`config.mk`:
```
export PLATFORM = sky130hd
export DESIGN_NAME = uotg_status_ctrl
export DESIGN_NICKNAME = d
export VERILOG_FILES = /design/src/hw/uotg_pkg.sv /design/src/hw/uotg_status_ctrl.sv
export VERILOG_INCLUDE_DIRS = /design/src /design/src/hw
export SDC_FILE = /design/constraint.sdc
export NUM_CORES = 1
export LEC_CHECK = 0
export BUFFER_PORTS_ARGS = -buffer_cell sky130_fd_sc_hd__buf_4
export CAP_MARGIN = 10
export CORE_MARGIN = 2
export CORE_UTILIZATION = 50
export DETAILED_ROUTE_END_ITERATION = 8
export GPL_TIMING_DRIVEN = 0
export PLACE_DENSITY = 0.86
export REMOVE_ABC_BUFFERS = 1
export SLEW_MARGIN = 20
export SYNTH_ARGS = -nofsm -noshare
export SYNTH_HDL_FRONTEND = slang
export SYNTH_SLANG_ARGS = --single-unit
```
`constraint.sdc`:
```
create_clock -name CLOCK -period 2.4 [get_ports CLOCK]
set_input_delay 0.36 -clock CLOCK [delete_from_list [all_inputs] [get_ports CLOCK]]
set_output_delay 0.36 -clock CLOCK [all_outputs]
set_load 0.03 [all_outputs]
```
`src/hw/uotg_regs.svh`:
```
// Register offsets, field positions, reset values and timing counts of the USB OTG status block.
// Assumes inclusion by bare name from the package and the design; definitions only.
`ifndef UOTG_REGS_SVH
`define UOTG_REGS_SVH

// Byte offsets on the APB register bus
`define UOTG_OFS_LINE_STATUS 12'h000
`define UOTG_OFS_CONTROL 12'h004
`define UOTG_OFS_IRQ_STATUS 12'h008
`define UOTG_OFS_IRQ_MASK 12'h00C
`define UOTG_OFS_LINK_CTRL 12'h010
`define UOTG_OFS_TOKEN 12'h014

// Line status field positions
`define UOTG_LS_CABLE_ID 7
`define UOTG_LS_STABLE 5
`define UOTG_LS_SESS_VALID 3
`define UOTG_LS_SESS_END 2
`define UOTG_LS_BUS_POWER 0

// Control field positions
`define UOTG_CTL_ENABLE 0
`define UOTG_CTL_PP_RESET 1
`define UOTG_CTL_HOST_MODE 3
`define UOTG_CTL_RESUME 5
`define UOTG_CTL_SE0 6
`define UOTG_CTL_IDLE 7
`define UOTG_CTL_TOKEN_BUSY 8

// Link control field positions
`define UOTG_LINK_ROLE_A 0

// Interrupt event positions
`define UOTG_IRQ_FRAME 0
`define UOTG_IRQ_ID_CHANGE 1
`define UOTG_IRQ_STABLE 2
`define UOTG_IRQ_SESSION 3
`define UOTG_IRQ_WIDTH 4

// Reset values
`define UOTG_CONTROL_RESET 32'h0000_0000
`define UOTG_MASK_RESET 4'h0

// Timing: one millisecond at a 50 ns clock period
`define UOTG_CLK_PERIOD_NS 50
`define UOTG_MS_NS 1000000
`define UOTG_MS_CYCLES (`UOTG_MS_NS / `UOTG_CLK_PERIOD_NS)

`endif

```
`src/hw/uotg_pkg.sv`:
```
// Types shared by the USB OTG status and control block.
// Assumes the constants header sits beside it.
`include "uotg_regs.svh"

package uotg_pkg;

	// Cable, bus-power and line-state indications sampled from the analog front end
	typedef struct packed {
		logic cable_id;
		logic vbus_above_session;
		logic line_se0;
		logic line_idle;
	} uotg_phy_t;

	// Resume signalling sequencer
	typedef enum logic [1:0] {
		UOTG_RS_IDLE,
		UOTG_RS_DRIVE,
		UOTG_RS_EOP
	} uotg_resume_t;

endpackage

```
`src/hw/uotg_status_ctrl.sv`:
```
// USB OTG status and partial control: line status, session levels, frame marker timer,
// ping-pong pointer reset, host logic reset and resume end-of-packet, with an APB slave.
// Assumes synchronous PHY level inputs and one 20 MHz clock with synchronous reset.
// Pointer banks and the token engine sit outside; only their strobes and the token command byte leave here.
//
// Behaviour
// - Cable id bit reads the sensed pin
// - Stable flag after 1 ms unchanged line
// - Session valid when bus above level
// - Session end in B role below level
// - Bus power valid in A role above
// - Other status bits zero, read-only, reset zero
// - Writing one resets ping-pong pointers
// - Device mode enable bit powers module
// - Host mode frame marker every 1 ms
// - Host bit change resets host logic
// - Host resume end appends low-speed EOP
`timescale 1ns/100ps
`include "uotg_regs.svh"

module uotg_status_ctrl (
	input wire logic CLOCK,
	input wire logic RESET,
	input wire logic PSEL,
	input wire logic PENABLE,
	input wire logic PWRITE,
	input wire logic [11:0] PADDR,
	input wire logic [31:0] PWDATA,
	output logic [31:0] PRDATA,
	output logic PREADY,
	output logic PSLVERR,
	input wire uotg_pkg::uotg_phy_t PHY,
	input wire logic TOKEN_DONE,
	output logic MODULE_ON,
	output logic PP_PTR_RESET,
	output logic HOST_LOGIC_RESET,
	output logic FRAME_MARKER,
	output logic RESUME_DRIVE,
	output logic LS_EOP,
	output logic [7:0] TOKEN_CMD,
	output logic TOKEN_GO,
	output logic IRQ
);

	// Stored registers and the status word
	logic [31:0] control;
	logic [31:0] line_status;
	logic [`UOTG_IRQ_WIDTH-1:0] irq_status;
	logic [`UOTG_IRQ_WIDTH-1:0] irq_mask;
	logic [`UOTG_IRQ_WIDTH-1:0] events;
	logic role_a;
	logic token_busy;

	// Timers and registered copies used for change detection
	logic [1:0] line_prev;
	logic [14:0] stable_count;
	logic line_stable;
	logic [14:0] frame_count;
	logic host_prev;
	logic id_prev;
	logic sess_prev;
	logic stable_prev;
	uotg_pkg::uotg_resume_t resume_state;

	// Bus decode
	logic wr;
	logic rd;
	logic mapped;
	logic [31:0] next_rdata;
	logic host_mode;

	// Last count of a 1 ms span; both timers share it so they agree exactly
	localparam logic [14:0] MS_LAST = 15'(`UOTG_MS_CYCLES - 1);

	// Access phase strobes; every access completes in its first access cycle
	assign wr = PSEL && PENABLE && PWRITE;
	assign rd = PSEL && PENABLE && !PWRITE;
	assign host_mode = control[`UOTG_CTL_HOST_MODE];

	// Status word: unimplemented bits are constant zero
	// Levels are read live, so a read shows the pins as of its setup cycle
	always_comb begin
		line_status = 32'h0000_0000;
		line_status[`UOTG_LS_CABLE_ID] = PHY.cable_id;
		line_status[`UOTG_LS_STABLE] = line_stable;
		line_status[`UOTG_LS_SESS_VALID] = PHY.vbus_above_session;
		line_status[`UOTG_LS_SESS_END] = !role_a && !PHY.vbus_above_session;
		line_status[`UOTG_LS_BUS_POWER] = role_a && PHY.vbus_above_session;
	end

	// Read mux; unmapped addresses read zero and flag an error
	// No wait states, so the mux works from the setup-cycle address
	always_comb begin
		next_rdata = 32'h0000_0000;
		mapped = 1'b1;
		case (PADDR)
			`UOTG_OFS_LINE_STATUS: next_rdata = line_status;
			`UOTG_OFS_CONTROL: begin
				next_rdata = control;
				next_rdata[`UOTG_CTL_TOKEN_BUSY] = token_busy;
			end
			`UOTG_OFS_IRQ_STATUS: next_rdata[`UOTG_IRQ_WIDTH-1:0] = irq_status;
			`UOTG_OFS_IRQ_MASK: next_rdata[`UOTG_IRQ_WIDTH-1:0] = irq_mask;
			`UOTG_OFS_LINK_CTRL: next_rdata[`UOTG_LINK_ROLE_A] = role_a;
			`UOTG_OFS_TOKEN: next_rdata[7:0] = TOKEN_CMD;
			default: mapped = 1'b0;
		endcase
	end

	// Bus answer registers
	// Answers are registered at setup so PREADY is a clean flop output
	always_ff @(posedge CLOCK) begin
		if (RESET) begin
			PRDATA <= 32'h0000_0000;
			PREADY <= 1'b0;
			PSLVERR <= 1'b0;
		end else begin
			PREADY <= PSEL && !PENABLE;
			PSLVERR <= PSEL && !PENABLE && !mapped;
			PRDATA <= (PSEL && !PENABLE && !PWRITE) ? next_rdata : 32'h0000_0000;
		end
	end

	// Control register; ping-pong reset bit is self-clearing, writing zero does nothing
	// Writes land at the ready edge only; any other cycle only clears the ping-pong reset bit
	// Busy is never stored here; the read mux supplies it live
	always_ff @(posedge CLOCK) begin
		if (RESET) begin
			control <= `UOTG_CONTROL_RESET;
			role_a <= 1'b0;
			irq_mask <= `UOTG_MASK_RESET;
		end else begin
			control[`UOTG_CTL_PP_RESET] <= 1'b0;
			if (wr && PREADY && PADDR == `UOTG_OFS_CONTROL) begin
				control <= PWDATA;
				control[`UOTG_CTL_TOKEN_BUSY] <= 1'b0;
				control[31:9] <= 23'h00_0000;
			end
			if (wr && PREADY && PADDR == `UOTG_OFS_LINK_CTRL) begin
				role_a <= PWDATA[`UOTG_LINK_ROLE_A];
			end
			if (wr && PREADY && PADDR == `UOTG_OFS_IRQ_MASK) begin
				irq_mask <= PWDATA[`UOTG_IRQ_WIDTH-1:0];
			end
		end
	end

	// Token command: busy from the write until the engine reports done
	// A write while busy is dropped, so software must poll busy first
	// A host logic reset also frees busy, since the engine restarts with it
	always_ff @(posedge CLOCK) begin
		if (RESET) begin
			TOKEN_CMD <= 8'h00;
			TOKEN_GO <= 1'b0;
			token_busy <= 1'b0;
		end else begin
			TOKEN_GO <= 1'b0;
			if (wr && PREADY && PADDR == `UOTG_OFS_TOKEN && !token_busy) begin
				TOKEN_CMD <= PWDATA[7:0];
				TOKEN_GO <= 1'b1;
				token_busy <= 1'b1;
			end else if (TOKEN_DONE || HOST_LOGIC_RESET) begin
				token_busy <= 1'b0;
			end
		end
	end

	// Line stability timer: restarts on any change of SE0 or idle level
	always_ff @(posedge CLOCK) begin
		if (RESET) begin
			// Copy follows the line in reset, so release is not taken as a change
			line_prev <= {PHY.line_se0, PHY.line_idle};
			stable_count <= 15'h0000;
			line_stable <= 1'b0;
		end else begin
			line_prev <= {PHY.line_se0, PHY.line_idle};
			if (line_prev != {PHY.line_se0, PHY.line_idle}) begin
				stable_count <= 15'h0000;
				line_stable <= 1'b0;
			end else if (stable_count == MS_LAST) begin
				line_stable <= 1'b1;
			end else begin
				stable_count <= stable_count + 15'h0001;
			end
		end
	end

	// Host logic reset pulse on every toggle of the host bit
	// Pulse lags the bit by a cycle; the frame timer sees it one edge later
	always_ff @(posedge CLOCK) begin
		if (RESET) begin
			host_prev <= 1'b0;
			HOST_LOGIC_RESET <= 1'b0;
		end else begin
			host_prev <= host_mode;
			HOST_LOGIC_RESET <= host_prev != host_mode;
		end
	end

	// Enables and pointer reset outputs
	// Host mode turns the enable bit into the frame marker enable only
	always_ff @(posedge CLOCK) begin
		if (RESET) begin
			MODULE_ON <= 1'b0;
			PP_PTR_RESET <= 1'b0;
		end else begin
			MODULE_ON <= !host_mode && control[`UOTG_CTL_ENABLE];
			PP_PTR_RESET <= control[`UOTG_CTL_PP_RESET];
		end
	end

	// Frame marker: one pulse per millisecond while enabled in host mode
	// Counter restarts on host reset so the first marker is a full span away
	always_ff @(posedge CLOCK) begin
		if (RESET || HOST_LOGIC_RESET || !host_mode || !control[`UOTG_CTL_ENABLE]) begin
			frame_count <= 15'h0000;
			FRAME_MARKER <= 1'b0;
		end else if (frame_count == MS_LAST) begin
			frame_count <= 15'h0000;
			FRAME_MARKER <= 1'b1;
		end else begin
			frame_count <= frame_count + 15'h0001;
			FRAME_MARKER <= 1'b0;
		end
	end

	// Resume: drive while set; in host mode a one-cycle low-speed EOP follows the clear
	// Duration of the resume is timed by software, not here
	always_ff @(posedge CLOCK) begin
		if (RESET) begin
			resume_state <= uotg_pkg::UOTG_RS_IDLE;
			RESUME_DRIVE <= 1'b0;
			LS_EOP <= 1'b0;
		end else begin
			case (resume_state)
				uotg_pkg::UOTG_RS_IDLE: begin
					LS_EOP <= 1'b0;
					if (control[`UOTG_CTL_RESUME]) begin
						resume_state <= uotg_pkg::UOTG_RS_DRIVE;
						RESUME_DRIVE <= 1'b1;
					end
				end
				uotg_pkg::UOTG_RS_DRIVE: begin
					// Only a host appends the EOP; a device simply stops driving
					if (!control[`UOTG_CTL_RESUME]) begin
						RESUME_DRIVE <= 1'b0;
						resume_state <= host_mode ? uotg_pkg::UOTG_RS_EOP : uotg_pkg::UOTG_RS_IDLE;
						LS_EOP <= host_mode;
					end
				end
				uotg_pkg::UOTG_RS_EOP: begin
					LS_EOP <= 1'b0;
					resume_state <= uotg_pkg::UOTG_RS_IDLE;
				end
				default: resume_state <= uotg_pkg::UOTG_RS_IDLE;
			endcase
		end
	end

	// Event sources, edge detected against a registered copy
	always_ff @(posedge CLOCK) begin
		if (RESET) begin
			// Copies track the pins in reset, so release raises no false change event
			// An absent cable idles high, so a constant reset value would misfire
			id_prev <= PHY.cable_id;
			sess_prev <= PHY.vbus_above_session;
			stable_prev <= 1'b0;
		end else begin
			id_prev <= PHY.cable_id;
			sess_prev <= PHY.vbus_above_session;
			stable_prev <= line_stable;
		end
	end

	// Events are one-cycle strobes into the sticky status
	always_comb begin
		events = '0;
		events[`UOTG_IRQ_FRAME] = FRAME_MARKER;
		events[`UOTG_IRQ_ID_CHANGE] = id_prev != PHY.cable_id;
		events[`UOTG_IRQ_STABLE] = line_stable && !stable_prev;
		events[`UOTG_IRQ_SESSION] = sess_prev != PHY.vbus_above_session;
	end

	// Sticky status cleared by a read; a new event in the read cycle wins
	// IRQ lags the status by one cycle to stay a flop output
	always_ff @(posedge CLOCK) begin
		if (RESET) begin
			irq_status <= '0;
			IRQ <= 1'b0;
		end else begin
			if (rd && PREADY && PADDR == `UOTG_OFS_IRQ_STATUS) begin
				irq_status <= events;
			end else begin
				irq_status <= irq_status | events;
			end
			IRQ <= |(irq_status & irq_mask);
		end
	end

endmodule // uotg_status_ctrl

```
---- Word-level counts from Yosys, hierarchy flattened ----
Index checks and enable logic that the tools add are counted.
operators by class
  add/subtract/negate cells ............... 2
  equal/unequal tests ..................... 15
  multiplexer cells ....................... 18
  bitwise gates (word level) .............. 5
  reduce and logical (&&, ||, !) cells .... 47
operators with widths
  cell                                            count
  adder 15 x 1 -> 15 bit, second input constant   2
  == test 15 bit, second input constant           2
  == test 12 x 4 -> 1 bit, second input constant  2
  == test 12 x 5 -> 1 bit, second input constant  2
  logical AND 1 bit                               18
  case mux 3 bit (5 select lines)                 1
  == test 12 x 3 -> 1 bit, second input constant  1
  zero test 12 bit                                1
  case mux 4 bit (3 select lines)                 1
  OR reduction 2 bit                              5
  zero test 1 bit                                 9
  2-to-1 mux 1 bit                                8
  2-to-1 mux 2 bit                                3
  case mux 1 bit (6 select lines)                 1
  nonzero test 2 bit                              3
  OR reduction 6 bit                              1
  bitwise AND 4 bit                               1
  logical OR 1 bit                                4
  2-to-1 mux 4 bit                                1
  inequality test 2 bit, second input constant    2
  bitwise OR 4 bit                                1
  case mux 1 bit (2 select lines)                 2
  case mux 2 bit (2 select lines)                 1
  AND reduction 2 bit                             2
  other kinds (9)                                 13
storage, ports and cells
  flip-flop bits (word level) ............. 84
  input port bits ......................... 54
  output and inout bits ................... 50
  word-level logic and storage cells ...... 115

---- Depth between registers and ports, before layout ----
Gate-level depths: netlist (run 1).
  depth after elaboration ................. 6
  gate-level depth with buffers ........... 7
  mapped depth without buffers ............ 5

---- Worst setup path after synthesis (run 1) ----
OpenSTA, ideal clock, no wires.
  path type ............................... reg-to-reg
  from .................................... reg stable_count[0]
  to ...................................... reg stable_count[3]
  setup time .............................. 70 ps
  arrival ................................. 1656 ps
  data required time ...................... 2330 ps
  slack ................................... 674 ps
  stages on the path, launching flop included .. 8
  buffers on the path ..................... 2
  clock period less this slack ............ 1726 ps
  path through ............................ dfxtp_1 > ha_1 > and4_1 > clkbuf_1 > and4_1 > buf_2 > or3_1 > a21oi_1
between the ends
  word-level cells in the longest chain between the ends .. 1
  elaborated cells between the ends (all ways) .. 2
  classes of those cells .................. add/sub: 1; eq/ne: 1
RTL lines
  what                                                      RTL line                                          source
  start: declaration                                        uotg_status_ctrl.sv:56                            logic [14:0] stable_count;
  start signal: assignment                                  uotg_status_ctrl.sv:183                           stable_count <= stable_count + 15'h0001;
  adder 15 x 1 -> 15 bit or == test 15 bit (tied branches)  uotg_status_ctrl.sv:183, uotg_status_ctrl.sv:180
Parallel ways exist; a longest one is shown, timed or not.
A chain may end at the register's enable or synchronous reset.

---- Worst setup path after layout (run 1) ----
  from .................................... reg frame_count[0]
  to ...................................... reg frame_count[8]
between the ends
  word-level cells in the longest chain between the ends .. 2
  elaborated cells between the ends (all ways) .. 3
  classes of those cells .................. add/sub: 1; eq/ne: 1; reduce/logical: 1
RTL lines
  what                                                            RTL line                 source
  start: declaration                                              uotg_status_ctrl.sv:58   logic [14:0] frame_count;
  start signal: assignment                                        uotg_status_ctrl.sv:222  frame_count <= frame_count + 15'h0001;
  branches (longest 2 deep; another with adder 15 x 1 -> 15 bit)  n/a
Several ways; the timed one is not identified.

==> metrics, run 1 <==
CTS tree built; Post-CTS Hold Buffers 0; Post-CTS Setup Inserts 0; Worst setup SP type register; adder-cell area share of the yosys netlist 0.6887%; CTS max path bufs 2; flop2flop setup slack 0.35 ns; TritonRoute pass-1 iters 4; Worst Path Required 2.61 ns; post-synthesis xor/xnor area fraction 6.026%; post-synthesis mux area share 8.402%; largest net degree at the start of global routing 32; die height 89.25 µm; Comb pwr share 6.4%; Post-synth EDFFs 0; Chip Width 89.25 µm; switching pwr 0.0006491 W; Synth Area in Compound Gates 6.921%; number of global-route vias before repair 2567; Avg Vias per Cell 5.310; simple-gate share of the synthesized area 24.17%; GPL Wtd Cong 0.8866; clock sink total 84; Max VDD drop 0.0003558 V; Worst Hold Class input port to register; Max Freq 488.4 MHz; final hold violations 0; area delta synth->final 15.81%; fin crit share 85.32%; P_int 0.001942 W; DP HPWL 5.439 mm; worst-path fanout max 14; Reg power frac 54.4%; antenna-violating nets left 0; CTS Buf Count 9; r2r worst-path depth 5; CTS root buffer clkbuf_8; Critical path origin frame_count[0]; Clk pwr share 39.2%; status finished, final reports clean; total grt overflow 0; Power, Total 0.002592 W; main combinational cell family by area after synthesis simple AND/OR/NAND/NOR gates; Critical Path End frame_count[8]; synthesized flop and latch total 84; Setup Viol. Count Final 0; unrepaired setup endpoints after global routing no; final setup TNS 0 ns; initial antenna violation count 0; WL/cell 13.84 µm; reg-to-reg startpoint frame_count[0]; Most used DFF post-synth dfxtp_1; PortBufs 56; final slew viol count 0; GRT Resource Usage Total 19.23%; worst hold slack 0.1146 ns; H-tree depth 3; final instance area 4208 µm²; Synth area leaders dfxtp_1 (46%), mux2i_1 (7.2%), xor2_1 (4.8%); Area after DPL 4010 µm²; reg2reg end frame_count[8]; Mean Syn Cell Area 9.269 µm²; # fillers 643; relative max-transition margin 38.56%; Antenna Cells 0; vias 2899; clock latency on the worst-skew pair 0.36 ns; die area 7965 µm²; ys async rst share 0%; Core Rows 31; clock slew at reported path FFs 0.08 ns; number of synthesis warnings 0; crit path time final 2.048 ns; MaxCap Viol Count 0; Nets 498; CP Class register to register; DRT iter0 DRCs 121; Power Dens Cells 615.9 nW/µm²; Slew @ Worst Pin 0.9198 ns; first-pass GRT wire length 11.63 mm; switch share 25.05%; Multi-input gate area 1765 µm²; Ports 104; drt drc 0; core area 7137 µm²; register area share after synthesis 46.28%; Crit. End Element register; mapped cell area 3633 µm²; cell accounting for the most synthesized area dfxtp_1; fraction of layout cells with a size suffix above 1 18.34%; Post-Route WL 7.554 mm; library cells used by synthesis 48; Pleak 1.683 nW; post-CTS sizing 0; Yosys top cell area share 46.28%; crit path DAT 2.26 ns; starting density of the core 50.91%; Storage cell area 1682 µm²; Cells after Synth 392; Worst Clk Skew 0.01330 ns
[synthesized netlist by cell type, drive strengths merged (2+ instances only)]
library cell	instances
dfxtp	84
nand2	45
nor2	42
buf	28
mux2i	26
xor2	20
nand3	13
nand4	12
a21oi	11
clkbuf	11
nor3	11
o21ai	10
and4	8
inv	5
nor2b	5
or3	5
xnor2	5
a22o	4
and2	4
mux2	4
nor3b	4
nor4b	4
or4	4
a22oi	3
a32oi	3
a222oi	2
a31oi	2
and3	2
ha	2
nor4	2
o31ai	2
[worst max-delay path, cell delays in order, from the launching register on]
cell and delay [ns]:
dfxtp_1 0.37, ha_1 0.21, and4_1 0.31, nand3_1 0.14
o21bai_1 0.75, nor2_1 0.12
[registers in the layout, summed over array words and instances (netlist names), 2 cells and up]
| register | cells |
|---|---|
| control | 8 |
| stable_count | 15 |
| PRDATA | 9 |
| resume_state | 2 |
| frame_count | 15 |
| TOKEN_CMD | 8 |
| irq_mask | 4 |
| irq_status | 4 |
| line_prev | 2 |
[power by group through the flow]
| stage | combinational [W] | clock [W] | sequential [W] |
|---|---|---|---|
| after CTS | 0.000166 | 0.00104 | 0.00141 |
| after detailed placement | 0.000165 | 0 | 0.00144 |
| after global routing | 0.000180 | 0.00110 | 0.00141 |
| after floorplan | 0.0000910 | 0 | 0.00144 |
| final | 0.000166 | 0.00101 | 0.00141 |
| after global placement | 0.000163 | 0 | 0.00144 |
[placed cells by master (no fill, tap or decap), drive strengths merged, types with 5 or more instances in the layout]
cell and n:
inv 7, mux2i 26, conb 23, nor3 11, o21ai 10, xnor2 5, dfxtp 84, nand4 12
and4 8, nand3 13, xor2 20, nand2 45, clkbuf 9, nor2b 5, nor2 42, a21oi 11
or3 5, buf 56
[metrics by stage]
step	utilization [%]	cells	setup WS, ns
floorplan	-	375	0.6126
detailed placement	56.19	530	0.2932
global route	58.96	546	0.1246
finish	58.96	546	0.3523
global placement	56.19	530	0.3041
CTS	58.96	546	0.3148
[area by class of cell]
type | instances | area share [%]
Clock inverter | 7 | 1.754
Sequential cell | 84 | 39.96
Inverter | 5 | 0.4460
Multi-Input combinational cell | 286 | 41.96
Timing Repair Buffer | 56 | 9.991
Tap cell | 99 | 2.944
Clock buffer | 9 | 2.944
[cells by family (layout without fill, tap and decap cells)]
| kind of cell | count (synthesis) | after routing |
|---|---|---|
| and+or+nand+nor | 167 | 167 |
| DFF | 84 | 84 |
| buffers and inverters | 44 | 77 |
| AOI/OAI and AO/OA | 39 | 39 |
| muxes | 30 | 30 |
| xor gates and xnor gates | 25 | 25 |
| adders and majority gates | 2 | 2 |
| other | 1 | 23 |
[metal layers]
| metal | global-route usage (%) | vias to the layer above | part of all wire [%] | wire length, µm |
|---|---|---|---|---|
| met3 | 6.464 | 22 | 6.7 | 504 |
| li1 | - | 1424 | - | - |
| met4 | 10.45 | 0 | 3.3 | 247 |
| met5 | 0 | - | 0 | 0 |
| met1 | 23.02 | 1354 | 43 | 3244 |
| met2 | 30.44 | 99 | 47 | 3558 |
[how the worst min path moves through the flow]
stage	start	to	slack, ns	cells past startpoint
after floorplan	PHY[3]	id_prev	0.39	0
after global placement	frame_count[0]	frame_count[0]	0.44	1
after detailed placement	control[7]	control[7]	0.45	2
after CTS	PHY[0]	line_prev[0]	0.10	1
after global routing	PHY[1]	line_prev[1]	0.10	1
final	PHY[1]	line_prev[1]	0.11	1
Note: power is estimated with default switching activity, not from simulation.
==> run 2: changes to the inputs <==
--- a/config.mk
+++ b/config.mk
@@ -10,9 +10,11 @@
 export CAP_MARGIN = 10
 export CORE_MARGIN = 2
 export CORE_UTILIZATION = 50
+export CTS_BUF_LIST = sky130_fd_sc_hd__clkbuf_4
 export DETAILED_ROUTE_END_ITERATION = 8
 export GPL_TIMING_DRIVEN = 0
 export PLACE_DENSITY = 0.86
+export RECOVER_POWER = 100
 export REMOVE_ABC_BUFFERS = 1
 export SLEW_MARGIN = 20
 export SYNTH_ARGS = -nofsm -noshare
==> run 2 against run 1 <==
Effect of this change: count of clock-buffer cells in the layout stayed put; combinational power down 4%; worst setup slack got worse by 0.011 ns; flip-flop and latch count unchanged.
==> metrics, run 2 (synthesis results as in run 1) <==
clock latency on the worst-skew pair 0.45 ns (+0.09 ns); die area 7965 µm² (unchanged); drt drc 0 (unchanged); Worst Clk Skew 0.02122 ns (+0.007922 ns); Power Dens Cells 599.4 nW/µm² (-2.7%); DP HPWL 5.439 mm (unchanged); core area 7137 µm² (unchanged); final instance area 4016 µm² (-4.5%); Core Rows 31 (unchanged); clock sink total 84 (unchanged); Antenna Cells 0 (unchanged); Nets 498 (unchanged); clock slew at reported path FFs 0.13 ns (+0.05 ns); antenna-violating nets left 0 (unchanged); GPL Wtd Cong 0.8866 (unchanged); DRT iter0 DRCs 130 (+7.4%); Place WS 0.2932 ns (unchanged); unrepaired setup endpoints after global routing no; largest net degree at the start of global routing 32 (unchanged); # fillers 671 (+4.4%); Inst Count DP 530 (unchanged); Setup Viol. Count Final 0 (unchanged); GRT Resource Usage Total 18.82% (-0.41 points); Crit. End Element register; Non-Filler Instances 546 (unchanged); Setup WS post-layout 0.3415 ns (-0.01082 ns); CTS Buf Count 9 (unchanged); Area after DPL 4010 µm² (unchanged); total grt overflow 0 (unchanged); H-tree depth 3 (unchanged); fraction of layout cells with a size suffix above 1 10.51% (-7.8 points); relative max-transition margin 39.03% (+0.47 points); MaxCap Viol Count 0 (unchanged); status finished, final reports clean; final setup TNS 0 ns (unchanged); number of global-route vias before repair 2514 (-2.1%); die height 89.25 µm (unchanged); Chip Width 89.25 µm (unchanged); Ports 104 (unchanged); TritonRoute pass-1 iters 4 (unchanged); fin crit share 85.77% (+0.45 points); crit path DAT 2.36 ns (+0.10 ns); PortBufs 56 (unchanged); Power, Total 0.002408 W (-7.1%); final slew viol count 0 (unchanged); Slew @ Worst Pin 0.9135 ns (-0.006227 ns); most common cell after layout, fill and taps aside dfxtp_1; final hold violations 0 (unchanged); Post-CTS Setup Inserts 0 (unchanged); Post-Route WL 7.435 mm (-1.6%); crit path time final 2.058 ns (+0.01082 ns); vias 2867 (-1.1%); initial antenna violation count 0 (unchanged); CTS max path bufs 2 (unchanged); Avg Vias per Cell 5.251 (-1.1%); area delta synth->final 10.54%; CTS tree built; Max VDD drop 0.0002151 V (-40%); Worst Path Required 2.70 ns (+0.09 ns); first-pass GRT wire length 11.43 mm (-1.7%); starting density of the core 50.91% (unchanged); Pleak 1.515 nW (-9.9%); Largest regs frame_count x15, stable_count x15, PRDATA x9; Worst Hold Class input port to register; CP Class register to register; worst-path fanout max 14 (unchanged); WL/cell 13.62 µm (-1.6%); CTS root buffer clkbuf_4; Worst setup SP type register; post-CTS sizing 0 (unchanged); most frequent cells in the layout dfxtp_1 (84), nand2_1 (45), nor2_1 (42); Post-CTS Hold Buffers 0 (unchanged); Max Freq 485.8 MHz (-0.53%)
-- run 2: cell types whose count changed in the layout (fill, tap and decap cells not counted), sizes merged --
cell,delta
clkbuf,+33
buf,-33
-- run 2: path summary, 6_finish.rpt --
path	slack, ns	cells past startpoint	from	end
hold / removal	0.04	1	PHY[1]	line_prev[1]
setup reg to reg	0.34	5	frame_count[0]	frame_count[7]
setup / recovery	0.34	5	frame_count[0]	frame_count[7]
hold reg to reg	0.47	2	control[7]	control[7]
-- run 2: metal layers --
layer  share of wire, %  wire length, µm  vias to the layer above  track usage [%]
met3                6.9              516                       20            5.171
met5                  0                0                        -                0
met1                 43             3175                     1330            22.72
met2                 47             3499                       91            30.37
li1                   -                -                     1426                -
met4                3.3              244                        0            10.31
-- run 2: critical path, stage by stage, from the launching register on --
cell	delay, ns
dfxtp_1	0.39
ha_1	0.21
and4_1	0.31
nand3_1	0.13
o21bai_1	0.74
nor2_1	0.13
-- run 2: cell type report --
| class | instances | area [µm²] | area share (%) |
|---|---|---|---|
| multi-input cells | 286 | 1750 | 43.58 |
| inverters | 5 | 18.77 | 0.4673 |
| repair buffers | 56 | 300.3 | 7.477 |
| clock inverters | 7 | 73.82 | 1.838 |
| clock buffers | 9 | 67.56 | 1.682 |
| flip-flops and latches | 84 | 1682 | 41.87 |
| well taps | 99 | 123.9 | 3.084 |
-- run 2: report_power, final --
group,switching (W),total (W),internal [W]
Combinational,0.000112,0.000160,0.0000484
Sequential,0.00000779,0.00141,0.00141
Clock,0.000512,0.000834,0.000323
-- run 2: through the flow --
step           hold slack [ns]  util, %
4_1_cts                0.01808    58.17
3_3_place_gp            0.4375    56.19
5_1_grt                0.03977    56.28
6_report               0.04467    56.28
2_1_floorplan           0.3877        -
3_5_place_dp            0.4539    56.19
==> run 3: changes to the inputs <==
--- a/config.mk
+++ b/config.mk
@@ -6,6 +6,7 @@
 export SDC_FILE = /design/constraint.sdc
 export NUM_CORES = 1
 export LEC_CHECK = 0
+export ABC_AREA = 1
 export BUFFER_PORTS_ARGS = -buffer_cell sky130_fd_sc_hd__buf_4
 export CAP_MARGIN = 10
 export CORE_MARGIN = 2
==> run 3 against run 2 <==
Effect of this change: maximum frequency increased by 3.6%; worst setup slack better by 0.071 ns; wire length increased by 9.1%; cell count increased by 24%; combinational power fell by 6%; sequential share of layout area shrank 1.6 points; critical path depth rose by 1; largest power group unchanged; count of clock-buffer cells in the layout grew 1; flip-flop and latch count is the same; area after synthesis is 5.6% higher; non-clock buffer count is the same; clock skew down 0.0048 ns.
==> metrics, run 3 <==
drt drc 0 (unchanged); Max VDD drop 0.0002508 V (+17%); number of synthesis warnings 0 (unchanged); CP peak stage delay 0.74 ns (about the same); antenna-violating nets left 0 (unchanged); most common cell after layout, fill and taps aside dfxtp_1; Post-CTS Setup Inserts 0 (unchanged); final hold violations 0 (unchanged); synthesized flop and latch total 84 (unchanged); Post-Route WL 8.113 mm (+9.1%); H-tree depth 3 (unchanged); clock latency on the worst-skew pair 0.43 ns (-0.02 ns); reg2reg end TOKEN_CMD[3]; Worst Hold Class input port to register; Post-CTS Hold Buffers 0 (unchanged); first-pass GRT wire length 13.21 mm (+16%); PortBufs 56 (unchanged); Synth area leaders dfxtp_1 (44%), nand2_1 (8.1%), nor2_1 (6.7%); die area 8389 µm² (+5.3%); cell accounting for the most synthesized area dfxtp_1; Power Dens Cells 535.4 nW/µm² (-11%); final setup TNS 0 ns (unchanged); CP cell instances nand2_1 -> nor2_1 -> nand3_1 -> nand2_1 -> nand2_1 -> nor2_1; CP Class register to register; unrepaired setup endpoints after global routing no; Pleak 1.580 nW (+4.3%); Max Freq 503.2 MHz (+3.6%); Post-synth top cells dfxtp_1 (84), nand2_1 (83), nor2_1 (68); switch share 25.79% (-0.43 points); utilization after layout 57.01% (+0.73 points); final instance area 4179 µm² (+4.0%); clock sink total 84 (unchanged); GPL Wtd Cong 0.8520 (-3.9%); final slew viol count 0 (unchanged); initial antenna violation count 0 (unchanged); starting density of the core 52.33% (+1.4 points); most frequent CP cell nand2_1; Storage cell area 1682 µm² (unchanged); Antenna Cells 0 (unchanged); CTS max path bufs 2 (unchanged); crit path DAT 2.37 ns (about the same); # fillers 686 (+2.2%); library cells used by synthesis 37 (-23%); fin crit share 82.80% (-3.0 points); Worst Path Required 2.78 ns (+0.08 ns); Most used DFF post-synth dfxtp_1; total grt overflow 0 (unchanged); Worst Clk Skew 0.01637 ns (-0.004847 ns); CTS tree built; Yosys top cell area share 43.84% (-2.4 points); status finished, final reports clean; Cells after Synth 517 (+32%); vias 3380 (+18%); crit path time final 1.987 ns (-0.07128 ns); r2r worst-path depth 6 (+1); Largest regs frame_count x15, stable_count x15, PRDATA x9; Chip Width 91.59 µm (+2.6%); critical path's slowest cell nand3_1; Ports 104 (unchanged); hold path start PHY[1]; Multi-input gate area 1719 µm² (-1.8%); GRT Resource Usage Total 19.43% (+0.61 points); P_int 0.001661 W (-6.5%); Clk pwr share 30.3% (-4.4 points); worst-path fanout max 18 (+4); Mean Syn Cell Area 7.420 µm² (-20%); fraction of layout cells with a size suffix above 1 10.75% (+0.23 points); Avg Vias per Cell 5.000 (-4.8%); flop2flop setup slack 0.41 ns (+0.07 ns); TritonRoute pass-1 iters 5 (+1); most used standard cell by instance count after synthesis dfxtp_1; ys async rst share 0% (unchanged); Setup Viol. Count Final 0 (unchanged); Hold EP line_prev[1]; met2 Usage GRT 34.62% (+4.2 points); switching pwr 0.0005771 W (-8.6%); delay-heaviest family, CP simple AND/OR/NAND/NOR gates; number of global-route vias before repair 3108 (+24%); die height 91.59 µm (+2.6%); area delta synth->final 8.937%; relative max-transition margin 36.29% (-2.7 points); M1 GR Usage 21.99% (-0.73 points); most used routing layer met2; Reg power frac 63.0% (+4.3 points); Slew @ Worst Pin 0.9529 ns (+0.03939 ns); Comb pwr share 6.7% (about the same); most frequent cells in the layout dfxtp_1 (84), nand2_1 (83), nor2_1 (71); reg-to-reg startpoint PREADY; register area share after synthesis 43.84% (-2.4 points); Hold Crit Depth 1 (unchanged); WL/cell 12.00 µm (-12%); clock slew at reported path FFs 0.13 ns (about the same); CTS Buf Count 9 (unchanged); Core Rows 31 (unchanged); GR Layer Usage met3 4.398% (-0.77 points); critical path depth 6 (+1); core area 7331 µm² (+2.7%); largest net degree at the start of global routing 25 (-22%); Post-synth EDFFs 0 (unchanged); MaxCap Viol Count 0 (unchanged); CTS root buffer clkbuf_4; DRT iter0 DRCs 185 (+42%); DP HPWL 6.040 mm (+11%); Worst setup SP type register; Area after DPL 4235 µm² (+5.6%); Nets 629 (+26%); CP Buf/Inv Count 0 (unchanged); mapped cell area 3836 µm² (+5.6%); post-CTS sizing 0 (unchanged); Crit. End Element register
[run 3: cell count changes after synthesis, sizes merged, moves of 9 or more]
cell	previous run	this run
nor3	11	24
xor2	20	9
o21ai	10	23
inv	5	65
nor2	42	83
mux2i	26	0
clkbuf	11	2
nand2	45	86
a21oi	11	37
nand3	13	47
[run 3: power groups by stage]
stage	combinational, W	clock [W]	sequential (W)
6_report	0.000151	0.000677	0.00141
2_1_floorplan	0.0000888	0	0.00144
4_1_cts	0.000155	0.000686	0.00141
5_1_grt	0.000162	0.000738	0.00141
3_3_place_gp	0.000152	0	0.00144
3_5_place_dp	0.000154	0	0.00144
[run 3: metal layers]
metal | vias to the layer above | wire length [µm]
li1 | 1718 | -
met1 | 1530 | 3377
met2 | 117 | 4039
met3 | 15 | 541
met4 | 0 | 155
met5 | - | 0
[run 3: cell families after synthesis]
logic type	share of synthesized area, %
AO/OA/AOI/OAI	8.839
XOR/XNOR	2.968
adder cells (fa/ha/maj)	0.6522
buffers and inverters	12.43
flip-flops	43.84
other	0.09775
AND/OR/NAND/NOR	31.18
[run 3: cell type report]
cell class | count | share of cell area, %
inverter | 66 | 5.958
timing repair buffer | 56 | 7.186
sequential | 84 | 40.24
multi-input combinational | 356 | 41.14
clock buffer | 10 | 1.796
tap | 99 | 2.964
clock inverter | 5 | 0.7186
[run 3: worst max-delay path by stage]
stage,startpoint,end
2_1_floorplan,PADDR[11],control[0]
3_3_place_gp,PADDR[11],control[3]
3_5_place_dp,PADDR[9],control[7]
4_1_cts,PADDR[11],control[0]
5_1_grt,control[3],frame_count[2]
6_report,PREADY,TOKEN_CMD[3]
[run 3: stage by stage]
step                      hold slack [ns]  total power, W  worst slack, ns  instances
after floorplan                    0.3877        0.001531           0.6882        506
after CTS                         0.03405        0.002251           0.6583        676
after detailed placement           0.4144        0.001595           0.1887        661
final                             0.06995        0.002238           0.4128        676
after global routing              0.06271        0.002312           0.2369        676
after global placement             0.4043        0.001593           0.2157        661
